--- src/rtl/usoct_pkg.sv ---
// package: register map, field positions, reset values for the block
// What this block does
// - sync master drives the bit clock only during data bits
// - clock idle level from clk_polarity_sel, edge from clk_phase_sel
// - sync receive samples data once per bit, no oversampling, no parity
// - half duplex joins tx and rx internally on the transmit pin
// - with pin_exchange set the receive pin is the shared line
// - shared line released when idle; open-drain with a pull-up
// - rx_timeout_on enables a 16-bit timeout counted in bit periods
// - timeout counts from end of stop bit until the next start bit
// - expiry sets rx_timeout_flag, interrupt when rx_timeout_irq_on set
// - card mode adds guard time; bit order and inversion selectable
// - card mode drives a card clock divided by twice prescaler_value
// - card stop lengths 1.5 and 0.5; nack only with 1.5
// - card timeout is 8 bits in etu, restarted after each frame
// - parity error sends nack, retries, then parity_error_flag; no rx_full
// - card nack triggers retransmit after two bits; too many sets frame error
// - done_before_guard_flag at last char end, transfer complete after guard
// - block counter vs block_length_field; zero means four characters
// - block counter reset on transmit data write or rx_on cleared
package usoct_pkg;
  // register byte offsets
  localparam logic [7:0] ADR_CTRL = 8'h00;
  localparam logic [7:0] ADR_RTO = 8'h04;
  localparam logic [7:0] ADR_GTPR = 8'h08;
  localparam logic [7:0] ADR_BAUD = 8'h0c;
  localparam logic [7:0] ADR_STAT = 8'h10;
  localparam logic [7:0] ADR_TXD = 8'h14;
  localparam logic [7:0] ADR_RXD = 8'h18;
  // control register bit positions
  localparam int C_RX_ON = 0;
  localparam int C_SYNC = 1;
  localparam int C_ONE_WIRE = 2;
  localparam int C_CARD = 3;
  localparam int C_LIN = 4;
  localparam int C_INFRARED = 5;
  localparam int C_SWAP = 6;
  localparam int C_RTO_ON = 7;
  localparam int C_RTO_IRQ = 8;
  localparam int C_BLK_IRQ = 9;
  localparam int C_CLK_POLARITY_SEL = 10;
  localparam int C_CLK_PHASE_SEL = 11;
  localparam int C_STOP_LSB = 12;
  localparam int C_MSB_FIRST = 14;
  localparam int C_INVERT = 15;
  localparam int C_NACK_ON = 16;
  localparam int C_RETRY_LSB = 17;
  // timeout and guard register fields
  localparam int RTO_BLK_LSB = 16;
  localparam int GT_PSV_LSB = 8;
  // status flag positions
  localparam int F_RTO = 0;
  localparam int F_BLK = 1;
  localparam int F_PE = 2;
  localparam int F_FE = 3;
  localparam int F_RXF = 4;
  localparam int F_TXE = 5;
  localparam int F_DBG = 6;
  localparam int F_TC = 7;
  // reset values
  localparam logic [31:0] CTRL_RST = 32'h0000_0000;
  localparam logic [31:0] RTO_RST = 32'h0000_0000;
  localparam logic [12:0] GTPR_RST = 13'h0000;
  localparam logic [15:0] BAUD_RST = 16'h0010;
  localparam logic [7:0] FLAG_RST = 8'ha0;
  // line and counting constants
  localparam logic [1:0] STOP_1P5 = 2'h3;
  localparam logic [7:0] BLK_DEFAULT = 8'h04;
  localparam logic [15:0] BAUD_MIN = 16'h0002;
  localparam logic [1:0] RETRY_GAP = 2'h2;
endpackage : usoct_pkg

--- src/rtl/usoct_tick_if.sv ---
// interface: baud generator settings and the ticks it returns
`timescale 1ns/1ps
interface usoct_tick_if;
  logic [15:0] divisor;
  logic [4:0] prescaler_value;
  logic card_on;
  logic bit_tick;
  logic mid_tick;
  logic late_half;
  logic card_clk;
  modport gen (input divisor, prescaler_value, card_on,
               output bit_tick, mid_tick, late_half, card_clk);
  modport user (output divisor, prescaler_value, card_on,
                input bit_tick, mid_tick, late_half, card_clk);
endinterface : usoct_tick_if

--- src/rtl/usoct_baud.sv ---
// module: bit period ticks and smartcard clock divider
`timescale 1ns/1ps
module usoct_baud import usoct_pkg::*; (
  input wire logic clk_i,
  input wire logic rst_i,
  usoct_tick_if.gen tk
);
  typedef struct packed {
    logic [15:0] cnt;
    logic btk;
    logic mtk;
    logic [4:0] pc;
    logic cclk;
  } usoct_baud_t;
  usoct_baud_t s_r;
  usoct_baud_t s_nxt;
  logic [15:0] div;
  logic [15:0] half;

  // too small a divisor would never let the half tick fire
  assign div = (tk.divisor < BAUD_MIN) ? BAUD_MIN : tk.divisor;
  assign half = div >> 1;
  assign tk.bit_tick = s_r.btk;
  assign tk.mid_tick = s_r.mtk;
  assign tk.late_half = (s_r.cnt >= half);
  assign tk.card_clk = s_r.cclk;

  // bit counter; the card clock runs at clk / (2 * psv), off when zero
  always_comb begin
    s_nxt = s_r;
    s_nxt.btk = 1'b0;
    s_nxt.mtk = (s_r.cnt == half - 16'h0001);
    if (s_r.cnt >= div - 16'h0001) begin
      s_nxt.cnt = '0;
      s_nxt.btk = 1'b1;
    end else begin
      s_nxt.cnt = s_r.cnt + 16'h0001;
    end
    if (!tk.card_on || tk.prescaler_value == 5'h00) begin
      s_nxt.pc = '0;
      s_nxt.cclk = 1'b0;
    end else if (s_r.pc >= tk.prescaler_value - 5'h01) begin
      s_nxt.pc = '0;
      s_nxt.cclk = ~s_r.cclk;
    end else begin
      s_nxt.pc = s_r.pc + 5'h01;
    end
  end

  // state register
  always_ff @(posedge clk_i) begin
    if (rst_i) begin
      s_r <= '0;
    end else begin
      s_r <= s_nxt;
    end
  end
endmodule : usoct_baud

--- src/rtl/usoct_top.sv ---
// module: special modes of the serial transceiver with wishbone registers
//
// The Wishbone register port and the address map are this design's own decisions.
`timescale 1ns/1ps
module usoct_top import usoct_pkg::*; (
  input wire logic clk_i,
  input wire logic rst_i,
  input wire logic wb_cyc_i,
  input wire logic wb_stb_i,
  input wire logic wb_we_i,
  input wire logic [7:0] wb_adr_i,
  input wire logic [3:0] wb_sel_i,
  input wire logic [31:0] wb_dat_i,
  output logic [31:0] wb_dat_o,
  output logic wb_ack_o,
  input wire logic fe_tx_load_i,
  input wire logic fe_tx_busy_i,
  input wire logic fe_tx_bit_i,
  input wire logic fe_data_phase_i,
  input wire logic fe_tx_done_i,
  input wire logic fe_tx_nack_i,
  input wire logic fe_rx_start_i,
  input wire logic fe_rx_stop_end_i,
  input wire logic fe_rx_perr_i,
  input wire logic [7:0] fe_rx_data_i,
  output logic [7:0] tx_data_o,
  output logic tx_valid_o,
  output logic tx_retry_o,
  output logic rx_line_o,
  output logic bit_tick_o,
  output logic sync_rx_bit_o,
  output logic sync_rx_valid_o,
  input wire logic tx_pin_i,
  output logic tx_pin_o,
  output logic tx_pin_oe_o,
  input wire logic rx_pin_i,
  output logic rx_pin_o,
  output logic rx_pin_oe_o,
  output logic sync_clk_pin_o,
  output logic irq_o
);
  // ------------------------------------------------------------------
  // state and helpers
  // ------------------------------------------------------------------
  typedef struct packed {
    logic [31:0] ctrl;
    logic [31:0] rto;
    logic [12:0] gtpr;
    logic [15:0] baud;
    logic [7:0] flags;
    logic [7:0] txd;
    logic [7:0] rxd;
    logic [31:0] rdat;
    logic ack;
    logic [2:0] syn;
    logic rx_lvl;
    logic [15:0] tcnt;
    logic trun;
    logic [7:0] blk;
    logic [2:0] rx_try;
    logic [2:0] tx_try;
    logic nack;
    logic [1:0] rdly;
    logic rwait;
    logic retry;
    logic [7:0] gcnt;
    logic grun;
    logic sck;
    logic pclk;
    logic txo;
    logic txoe;
    logic rxo;
    logic rxoe;
    logic srx;
    logic srxv;
  } usoct_st_t;
  usoct_st_t s_r;
  usoct_st_t s_nxt;

  // byte-lane merge of a bus write into a register
  function automatic logic [31:0] merge(input logic [31:0] old,
                                        input logic [31:0] d,
                                        input logic [3:0] sel);
    logic [31:0] r;
    r = old;
    for (int i = 0; i < 4; i++) begin
      if (sel[i]) begin
        r[i*8 +: 8] = d[i*8 +: 8];
      end
    end
    return r;
  endfunction : merge

  // direct or inverse convention applied to a character
  function automatic logic [7:0] conv(input logic [7:0] d,
                                      input logic msb,
                                      input logic inv);
    logic [7:0] r;
    r = d;
    if (msb) begin
      for (int i = 0; i < 8; i++) begin
        r[i] = d[7 - i];
      end
    end
    return inv ? ~r : r;
  endfunction : conv

  usoct_tick_if tk ();

  logic rx_on, sync_on, one_wire, card_on, swap, rto_on;
  logic clk_polarity_sel, clk_phase_sel, msb, inv, nack_on, od;
  logic [1:0] stop_sel;
  logic [2:0] retry_max;
  logic [7:0] blk_len, blk_target, guard;
  logic [15:0] rto_lim;
  logic req, wr, rd, rx_in, good_rx, bad_rx, can_nack;
  logic [7:0] clr, set;
  logic [31:0] mrg;

  // ------------------------------------------------------------------
  // control fields
  // ------------------------------------------------------------------
  assign rx_on = s_r.ctrl[C_RX_ON];
  assign sync_on = s_r.ctrl[C_SYNC];
  assign one_wire = s_r.ctrl[C_ONE_WIRE];
  assign card_on = s_r.ctrl[C_CARD];
  assign swap = s_r.ctrl[C_SWAP];
  assign rto_on = s_r.ctrl[C_RTO_ON];
  assign clk_polarity_sel = s_r.ctrl[C_CLK_POLARITY_SEL];
  assign clk_phase_sel = s_r.ctrl[C_CLK_PHASE_SEL];
  assign stop_sel = s_r.ctrl[C_STOP_LSB +: 2];
  assign msb = s_r.ctrl[C_MSB_FIRST];
  assign inv = s_r.ctrl[C_INVERT];
  assign nack_on = s_r.ctrl[C_NACK_ON];
  assign retry_max = s_r.ctrl[C_RETRY_LSB +: 3];
  assign blk_len = s_r.rto[RTO_BLK_LSB +: 8];
  assign guard = s_r.gtpr[7:0];
  // an open-drain shared line in half duplex and in card mode
  assign od = one_wire | card_on;
  // card mode counts only the low byte, in etu
  assign rto_lim = card_on ? {8'h00, s_r.rto[7:0]} : s_r.rto[15:0];
  assign blk_target = (blk_len == 8'h00) ? BLK_DEFAULT : blk_len;
  // nack only with 1.5 stop bits in card mode
  assign can_nack = card_on & nack_on & (stop_sel == STOP_1P5);

  // ------------------------------------------------------------------
  // bus decode and frame events
  // ------------------------------------------------------------------
  assign req = wb_cyc_i & wb_stb_i & ~s_r.ack;
  assign wr = req & wb_we_i;
  assign rd = req & ~wb_we_i;
  assign good_rx = rx_on & fe_rx_stop_end_i & ~fe_rx_perr_i;
  assign bad_rx = rx_on & fe_rx_stop_end_i & fe_rx_perr_i;
  // the shared line carries receive data too
  assign rx_in = od ? (swap ? rx_pin_i : tx_pin_i)
                    : (swap ? tx_pin_i : rx_pin_i);

  assign tk.divisor = s_r.baud;
  assign tk.prescaler_value = s_r.gtpr[GT_PSV_LSB +: 5];
  assign tk.card_on = card_on;

  usoct_baud u_baud (
    .clk_i(clk_i),
    .rst_i(rst_i),
    .tk(tk.gen)
  );

  // ------------------------------------------------------------------
  // next state
  // ------------------------------------------------------------------
  always_comb begin
    s_nxt = s_r;
    clr = '0;
    set = '0;
    mrg = '0;
    s_nxt.ack = req;
    s_nxt.retry = 1'b0;
    s_nxt.srxv = 1'b0;
    // registered reads; unmapped addresses read zero
    if (s_r.ack) begin
      s_nxt.rdat = '0;
    end else if (wb_adr_i == ADR_CTRL) begin
      s_nxt.rdat = s_r.ctrl;
    end else if (wb_adr_i == ADR_RTO) begin
      s_nxt.rdat = s_r.rto;
    end else if (wb_adr_i == ADR_GTPR) begin
      s_nxt.rdat = {19'h0, s_r.gtpr};
    end else if (wb_adr_i == ADR_BAUD) begin
      s_nxt.rdat = {16'h0, s_r.baud};
    end else if (wb_adr_i == ADR_STAT) begin
      s_nxt.rdat = {24'h0, s_r.flags};
    end else if (wb_adr_i == ADR_RXD) begin
      s_nxt.rdat = {24'h0, s_r.rxd};
    end else begin
      s_nxt.rdat = '0;
    end
    // writes; status is write-one-to-clear
    if (wr) begin
      if (wb_adr_i == ADR_CTRL) begin
        s_nxt.ctrl = merge(s_r.ctrl, wb_dat_i, wb_sel_i);
      end else if (wb_adr_i == ADR_RTO) begin
        s_nxt.rto = merge(s_r.rto, wb_dat_i, wb_sel_i);
      end else if (wb_adr_i == ADR_GTPR) begin
        mrg = merge({19'h0, s_r.gtpr}, wb_dat_i, wb_sel_i);
        s_nxt.gtpr = mrg[12:0];
      end else if (wb_adr_i == ADR_BAUD) begin
        mrg = merge({16'h0, s_r.baud}, wb_dat_i, wb_sel_i);
        s_nxt.baud = mrg[15:0];
      end else if (wb_adr_i == ADR_STAT && wb_sel_i[0]) begin
        clr = wb_dat_i[7:0];
      end else if (wb_adr_i == ADR_TXD && wb_sel_i[0]) begin
        s_nxt.txd = conv(wb_dat_i[7:0], msb, inv);
        clr[F_TXE] = 1'b1;
        s_nxt.blk = '0;
      end
    end
    if (rd && wb_adr_i == ADR_RXD) begin
      clr[F_RXF] = 1'b1;
    end
    // three-stage sync; a level counts once stages two and three agree
    s_nxt.syn = {s_r.syn[1:0], rx_in};
    if (s_r.syn[1] == s_r.syn[2]) begin
      s_nxt.rx_lvl = s_r.syn[2];
    end
    // receiver timeout, one step per bit period
    if (fe_rx_start_i) begin
      s_nxt.trun = 1'b0;
      s_nxt.tcnt = '0;
    end else if (rx_on & fe_rx_stop_end_i) begin
      s_nxt.trun = rto_on;
      s_nxt.tcnt = '0;
    end else if (s_r.trun & tk.bit_tick) begin
      s_nxt.tcnt = s_r.tcnt + 16'h0001;
      if (s_r.tcnt + 16'h0001 == rto_lim) begin
        set[F_RTO] = 1'b1;
        s_nxt.trun = 1'b0;
      end
    end
    if (!rto_on) begin
      s_nxt.trun = 1'b0;
    end
    // good frames fill the data register and, in card mode, count the block
    if (good_rx) begin
      s_nxt.rxd = conv(fe_rx_data_i, msb, inv);
      set[F_RXF] = 1'b1;
      s_nxt.rx_try = '0;
      if (card_on) begin
        s_nxt.blk = s_r.blk + 8'h01;
        if (s_r.blk + 8'h01 == blk_target) begin
          set[F_BLK] = 1'b1;
        end
      end
    end
    // bad frames never reach the data register
    if (bad_rx) begin
      if (can_nack && s_r.rx_try < retry_max) begin
        s_nxt.nack = 1'b1;
        s_nxt.rx_try = s_r.rx_try + 3'h1;
      end else begin
        set[F_PE] = 1'b1;
        s_nxt.rx_try = '0;
      end
    end else if (s_r.nack & tk.bit_tick) begin
      s_nxt.nack = 1'b0; // nack held low until the next bit period tick
    end
    // a data write must win over a frame counted in the same cycle
    if (!rx_on || (wr && wb_adr_i == ADR_TXD && wb_sel_i[0])) begin
      s_nxt.blk = '0;
    end
    // transmit side: load, nack retry and guard time
    if (fe_tx_load_i) begin
      set[F_TXE] = 1'b1;
    end
    if (card_on & fe_tx_nack_i) begin
      if (s_r.tx_try < retry_max) begin
        s_nxt.tx_try = s_r.tx_try + 3'h1;
        s_nxt.rwait = 1'b1;
        s_nxt.rdly = '0;
      end else begin
        set[F_FE] = 1'b1;
        s_nxt.tx_try = '0;
      end
    end else if (s_r.rwait & tk.bit_tick) begin
      if (s_r.rdly == RETRY_GAP - 2'h1) begin
        s_nxt.rwait = 1'b0;
        s_nxt.retry = 1'b1;
      end else begin
        s_nxt.rdly = s_r.rdly + 2'h1;
      end
    end
    if (fe_tx_done_i) begin
      s_nxt.tx_try = '0;
      if (s_r.flags[F_TXE]) begin
        if (!card_on || guard == 8'h00) begin
          set[F_TC] = 1'b1;
        end else begin
          s_nxt.grun = 1'b1;
          s_nxt.gcnt = '0;
        end
        set[F_DBG] = card_on;
      end
    end else if (s_r.grun & tk.bit_tick) begin
      s_nxt.gcnt = s_r.gcnt + 8'h01;
      if (s_r.gcnt + 8'h01 == guard) begin
        s_nxt.grun = 1'b0;
        set[F_TC] = 1'b1;
      end
    end
    if (fe_tx_load_i) begin
      clr[F_TC] = 1'b1;
      clr[F_DBG] = 1'b1;
    end
    // a hardware set in the same cycle as a clear wins
    s_nxt.flags = (s_r.flags & ~clr) | set;
    // sync clock pulses only during data bits, idle at the polarity
    s_nxt.sck = clk_polarity_sel ^ (sync_on & fe_data_phase_i
                        & (clk_phase_sel ? ~tk.late_half : tk.late_half));
    s_nxt.pclk = card_on ? tk.card_clk : s_nxt.sck;
    // one sample per bit at mid bit, which is the chosen clock edge
    if (sync_on & rx_on & fe_data_phase_i & tk.mid_tick) begin
      s_nxt.srx = s_r.rx_lvl;
      s_nxt.srxv = 1'b1;
    end
    // pins: open drain pulls low only for zeros and nack
    s_nxt.txo = 1'b1;
    s_nxt.rxo = 1'b1;
    s_nxt.txoe = 1'b0;
    s_nxt.rxoe = 1'b0;
    if (od) begin
      if ((fe_tx_busy_i & ~fe_tx_bit_i) | s_r.nack) begin
        s_nxt.txo = 1'b0;
        s_nxt.rxo = 1'b0;
        s_nxt.txoe = ~swap;
        s_nxt.rxoe = swap;
      end
    end else begin
      s_nxt.txo = fe_tx_busy_i ? fe_tx_bit_i : 1'b1;
      s_nxt.rxo = s_nxt.txo;
      s_nxt.txoe = ~swap;
      s_nxt.rxoe = swap;
    end
  end

  // state register
  always_ff @(posedge clk_i) begin
    if (rst_i) begin
      s_r <= '0;
      s_r.ctrl <= CTRL_RST;
      s_r.rto <= RTO_RST;
      s_r.gtpr <= GTPR_RST;
      s_r.baud <= BAUD_RST;
      s_r.flags <= FLAG_RST;
      s_r.syn <= 3'h7;
      s_r.rx_lvl <= 1'b1;
      s_r.txo <= 1'b1;
      s_r.rxo <= 1'b1;
    end else begin
      s_r <= s_nxt;
    end
  end

  // ------------------------------------------------------------------
  // outputs
  // ------------------------------------------------------------------
  assign wb_dat_o = s_r.rdat;
  assign wb_ack_o = s_r.ack;
  assign tx_data_o = s_r.txd;
  assign tx_valid_o = ~s_r.flags[F_TXE];
  assign tx_retry_o = s_r.retry;
  assign rx_line_o = s_r.rx_lvl;
  assign bit_tick_o = tk.bit_tick;
  assign sync_rx_bit_o = s_r.srx;
  assign sync_rx_valid_o = s_r.srxv;
  assign tx_pin_o = s_r.txo;
  assign tx_pin_oe_o = s_r.txoe;
  assign rx_pin_o = s_r.rxo;
  assign rx_pin_oe_o = s_r.rxoe;
  assign sync_clk_pin_o = s_r.pclk;
  // interrupt level from enabled sticky flags
  assign irq_o = (s_r.flags[F_RTO] & s_r.ctrl[C_RTO_IRQ])
               | (s_r.flags[F_BLK] & s_r.ctrl[C_BLK_IRQ]);
endmodule : usoct_top
--- config.mk ---
export PLATFORM = sky130hd
export DESIGN_NAME = usoct_top
export DESIGN_NICKNAME = d
export VERILOG_FILES = /design/src/rtl/usoct_pkg.sv /design/src/rtl/usoct_tick_if.sv /design/src/rtl/usoct_baud.sv /design/src/rtl/usoct_top.sv
export SDC_FILE = /design/constraint.sdc
export NUM_CORES = 1
export LEC_CHECK = 0
export BUFFER_PORTS_ARGS = -buffer_cell sky130_fd_sc_hd__buf_4
export CORE_MARGIN = 1.5
export CORE_UTILIZATION = 40
export DETAILED_ROUTE_END_ITERATION = 8
export HOLD_SLACK_MARGIN = 0.03
export PLACE_DENSITY = 0.56
export SYNTH_ARGS = -nofsm -noshare
export SYNTH_HDL_FRONTEND = slang
export SYNTH_SLANG_ARGS = --single-unit
--- constraint.sdc ---
create_clock -name clk_i -period 11.4 [get_ports clk_i]
set_input_delay 2.28 -clock clk_i [delete_from_list [all_inputs] [get_ports clk_i]]
set_output_delay 2.28 -clock clk_i [all_outputs]
set_load 0.005 [all_outputs]
After elaboration in Yosys (flattened, before gate mapping)
Cells that the tools add are included.

word-level totals
  register bits = 230
  bits of input ports = 68
  logic and storage cells = 263

cells by class
  $add $sub $neg = 11
  magnitude comparators = 6
  equal/unequal tests = 18
  multiplexer cells = 89
  bitwise logic cells = 46
  reduce and logical (&&, ||, !) cells = 51

operators with widths
  operator                                                                        count
  8-bit 2-to-1 mux                                                                28
  16-bit 2-to-1 mux                                                               4
  32-bit 2-to-1 mux                                                               2
  1-bit 2-to-1 mux                                                                36
  9-bit 2-to-1 mux                                                                4
  16-bit by 1-bit adder with 16-bit output (second input constant)                2
  16-bit equality test                                                            2
  8-bit by 5-bit equality test with 1-bit output (second input constant)          3
  8-bit zero test                                                                 3
  8-bit inverter                                                                  3
  1-bit bitwise AND                                                               22
  3-bit AND reduction                                                             7
  4-bit AND reduction                                                             5
  8-bit by 1-bit adder with 8-bit output (second input constant)                  2
  8-bit by 4-bit equality test with 1-bit output (second input constant)          2
  8-bit equality test                                                             2
  16-bit by 15-bit greater-or-equal comparator with 1-bit output                  1
  16-bit greater-or-equal comparator                                              1
  16-bit by 2-bit less-than comparator with 1-bit output (second input constant)  1
  2-bit nonzero test                                                              8
  15-bit by 1-bit subtractor with 16-bit output (second input constant)           1
  16-bit by 1-bit subtractor with 16-bit output (second input constant)           1
  3-bit 2-to-1 mux                                                                5
  1-bit inverter                                                                  15
  other kinds (30)                                                                61

Depth between registers and ports, before layout
  word-level depth = 13
  mapped depth = 18
  gate-level depth less buffers = 15

By module
From an unflattened synthesis, not the netlist that was laid out.

unflattened totals
  cells, all modules = 1450
  area, all modules = 12358.1 um2

modules (own cells, without submodules)
  module      times used  cells an instance  area each (um2)  sequential area each (um2)
  usoct_top   1           1128               9734.3           4103.9
  usoct_baud  1           322                2623.8           480.5

Worst setup path before layout
Ideal clock, no wire load.

  kind = input-to-reg
  start point = input wb_adr_i[7]
  end point = register s_r[157] in the netlist's numbering
  library setup time = 128 ps
  data arrival time = 4016 ps
  path slack = 7256 ps
  stages on the path = 8
  path buffers = 2
  cells stage by stage = or4_1 -> nor3_1 -> and3b_1 -> clkbuf_1 -> and3_1 -> buf_2 -> mux2i_1 -> nor2_1

between the ends
  longest elaborated chain between the ends = 3
  elaborated cells on any way between the ends = 4
  classes of those cells = eq/ne (1); bitwise (1); reduce/logical (2)

RTL lines
  what                               RTL line          text
  start, declared                    usoct_top.sv:11   input wire logic [7:0] wb_adr_i,
  8-bit zero test                    usoct_top.sv:199  if (wb_adr_i == ADR_CTRL) begin
  1-bit inverter (no line)           --
  4-bit AND reduction (no line) (*)  --
  end signal, assigned               usoct_top.sv:358  s_r <= s_nxt;
  end, declared                      usoct_top.sv:77   usoct_st_t s_r;

Mark *: on every way between the ends. The rest lies on a longest branch, timed or not.
A chain may end at the register's enable or synchronous reset.

Worst setup path after layout
  start point = register s_r (netlist bit tk.divisor[3])
  end point = register u_baud.s_r (netlist bit u_baud.tk.bit_tick)

between the ends
  longest elaborated chain between the ends = 5

RTL lines
  what                                                    RTL line          text
  16-bit by 2-bit less-than comparator with 1-bit output  usoct_baud.sv:21  assign div = (tk.divisor < BAUD_MIN) ? BAUD_MIN : tk.divisor;
  16-bit 2-to-1 mux (*)                                   usoct_baud.sv:21
  16-bit by 1-bit subtractor with 16-bit output (*)       usoct_baud.sv:33  if (s_r.cnt >= div - 16'h0001) begin
  16-bit greater-or-equal comparator (*)                  usoct_baud.sv:33
  1-bit 2-to-1 mux (*)                                    usoct_baud.sv:33
  end signal, assigned                                    usoct_baud.sv:55  s_r <= s_nxt;
  end, declared                                           usoct_baud.sv:15  usoct_baud_t s_r;

Marked as above.

==> summary.md <==
| Metric | Value |
|---|---|
| Post-synth top area share | 0.375 |
| Via/cell ratio | 5.38 |
| Synth Register Bits | 229 |
| Wl on met1 | 16.2 mm |
| Final worst path period share | 0.398 |
| First-pass GRT wire length | 52.2 mm |
| Top cells by area, synth | dfxtp_1 (37%), mux2i_1 (9.2%), nor2_1 (6.6%), xnor2_1 (5.7%), ha_1 (5.3%) |
| Die height | 178 um |
| Antenna violations before repair | 0 |
| Fin nets | 1579 |
| Max VDD drop | 0.107 mV |
| Crit-path max FO | 17 |
| Mapped Area | 12200 sq um |
| Vias in the first global route | 9416 |
| Worst-Skew Late Latency | 0.55 ns |
| Clk root buf | clkbuf_16 |
| Final hold violations | 0 |
| Initial DRC Count | 646 |
| DR DRC count | 0 |
| Post-route cell area | 14000 sq um |
| Relative slew margins | 0.243 |
| Routed length per instance | 17.7 um |
| DR WL met3 | 1.99 mm |
| Highest Signal Layer | met4 |
| Gate count after technology mapping | 1421 |
| Min cycle time layout | 4.53 ns |
| Met2 routed WL | 14.1 mm |
| Post-Syn Nets | 1541 |
| Synth top cells by count | dfxtp_1 (229), nor2_1 (214), mux2i_1 (112), nand2_1 (100), xnor2_1 (80) |
| Clk pin slew, worst setup/hold paths | 0.06 ns |
| Slew @ Worst Pin | 1.13 ns |
| Pwr dens | 126 nW/um^2 |
| Core area | 29900 sq um |
| H-Tree Depth | 1 |
| Yosys cell types | 66 |
| Count leader, synth | dfxtp_1 |
| Post-DP HPWL | 24.3 mm |
| Max clock buf depth | 3 |
| Initial DRT Pass Iterations | 7 |
| Sequential share of the synthesized area | 0.375 |
| Primary FF master, synth | dfxtp_1 |
| RSZ-0062 raised after global routing | no |
| Max Cap Violations | 0 |
| Mean post-synth cell area | 8.61 sq um |
| Setup Skew | 0.00914 ns |
| Worst EP required | 11.79 ns |
| Ports | 121 |
| Post-synth top area cell | dfxtp_1 |
| Max-slew violation count | 0 |
| Clock Sinks | 229 |
| CTS hold repair buffers | 0 |
| Ant diodes | 0 |
| ANT nets after route | 0 |
| P_leak | 5.46 nW |
| Hold WS | 0.411 ns |
| Synth warn | 0 |
| CP Capture Type | flop |
| Highest clock rate | 221 MHz |
| Chip Width | 178 um |
| PortBufs | 120 |
| Number of CTS-inserted buffers | 27 |
| CTS tree | done |
| Post_cts resized | 0 |
| Initial core utilization | 0.410 |
| Final WL | 33.1 mm |
| # setup viols final | 0 |
| Final RePlAce weighted congestion | 0.877 |
| Area Overhead vs Synth | 14.1% |
| Async set or reset register ratio after synthesis | 0 |
| Critical path arrival | 4.92 ns |
| Setup CP Type | flop to flop |
| Site Rows | 63 |
| Outcome | completed |
| Via count | 10043 |
| Critical Path Source Type | flop |
| Proportion of layout cells with a drive suffix above 1 | 0.125 |
| Largest net degree at the start of global routing | 70 |
| Hold Path Class | flop to flop |
| Number of synthesized flops with an enable pin | 0 |
| FF-to-FF setup slack | 6.87 ns |
| Area after DPL | 13100 sq um |
| Grt total ovfl | 0 |
| Die area | 31600 sq um |
| Post-CTS setup buffer count | 0 |
| Setup TNS | 0 ns |
| GRT Total Usage | 0.208 |
placed cells by master (no fill, tap or decap), types with 24 or more instances in the layout:
master | netlist | final
dfxtp_1 | 229 | 229
nand3_1 | 50 | 50
clkbuf_16 | 0 | 27
xor2_1 | 50 | 50
nor2_1 | 214 | 214
mux2i_1 | 112 | 112
a22oi_1 | 28 | 28
nand2_1 | 100 | 100
buf_4 | 43 | 127
and3_1 | 25 | 25
inv_1 | 29 | 29
o21ai_0 | 24 | 24
a21oi_1 | 68 | 68
nor3_1 | 36 | 35
xnor2_1 | 80 | 80
ha_1 | 52 | 52
flip-flops by register name, summed over array words and instances, names as in the netlist, 2 cells and up:
name / flops
s_nxt: 2
guard: 8
retry_max: 3
blk_len: 8
wb_dat_o: 32
u_baud.s_r: 21
s_r: 110
tk.divisor: 16
tx_data_o: 8
critical path: stages (launching register included):
cell and delay [ns]:
dfxtp_1 0.57, nor2_1 0.20, and3_1 0.24, a21oi_1 0.43
ha_1 0.31, nand3_1 0.13, nor3_1 0.47, nand3_1 0.16
xnor2_1 0.16, ha_1 0.29, a21o_1 0.16, a21oi_1 0.22
o211ai_1 0.15, a221o_1 0.61, nor2b_1 0.27
power by group:
part           switching, W  internal, W  leakage, nW
clock              0.000345     0.000536        0.444
combinational     0.0000403    0.0000271         3.17
sequential       0.00000284     0.000803         1.85
total              0.000388      0.00137         5.46
stage by stage:
step	setup WS (ns)	instances	power, W	util
final	6.87	1867	0.00175	0.467
after global routing	6.57	1867	0.00182	0.467
after CTS	6.87	1867	0.00178	0.467
after detailed placement	6.41	1820	0.000890	0.437
after global placement	6.45	1820	0.000890	0.437
after floorplan	7.26	1421	0.000852	-
per-layer routing:
layer / vias up / global-route usage
li1: 4977 / -
met1: 4761 / 0.306
met2: 256 / 0.313
met3: 49 / 0.0332
met4: 0 / 0.0560
met5: - / 0
kinds of logic (layout without fill, tap and decap cells):
family,after synthesis,in the layout,share of synthesized area
AOI/OAI and AO/OA,208,208,0.107
xor gates and xnor gates,130,130,0.0931
adders and majority gates,52,52,0.0532
buffers and inverters,149,205,0.0611
DFF,229,229,0.375
muxes,121,121,0.105
and+or+nand+nor,532,532,0.206
worst paths after layout:
kind              depth (start not counted)           from                  to
setup / recovery                         14  tk.divisor[3]  u_baud.tk.bit_tick
hold / removal                            1      s_nxt[55]           s_nxt[56]
setup reg to reg                         14  tk.divisor[3]  u_baud.tk.bit_tick
hold reg to reg                           1      s_nxt[55]           s_nxt[56]
final cells by class:
type | instances | area, sq um
inverters | 31 | 116
repair buffers | 127 | 953
well taps | 390 | 488
fillers | 2919 | 15900
clock buffers | 38 | 767
clock inverters | 9 | 141
flip-flops and latches | 229 | 4580
multi-input cells | 1043 | 6910
Note: power is estimated with default switching activity, not from simulation.
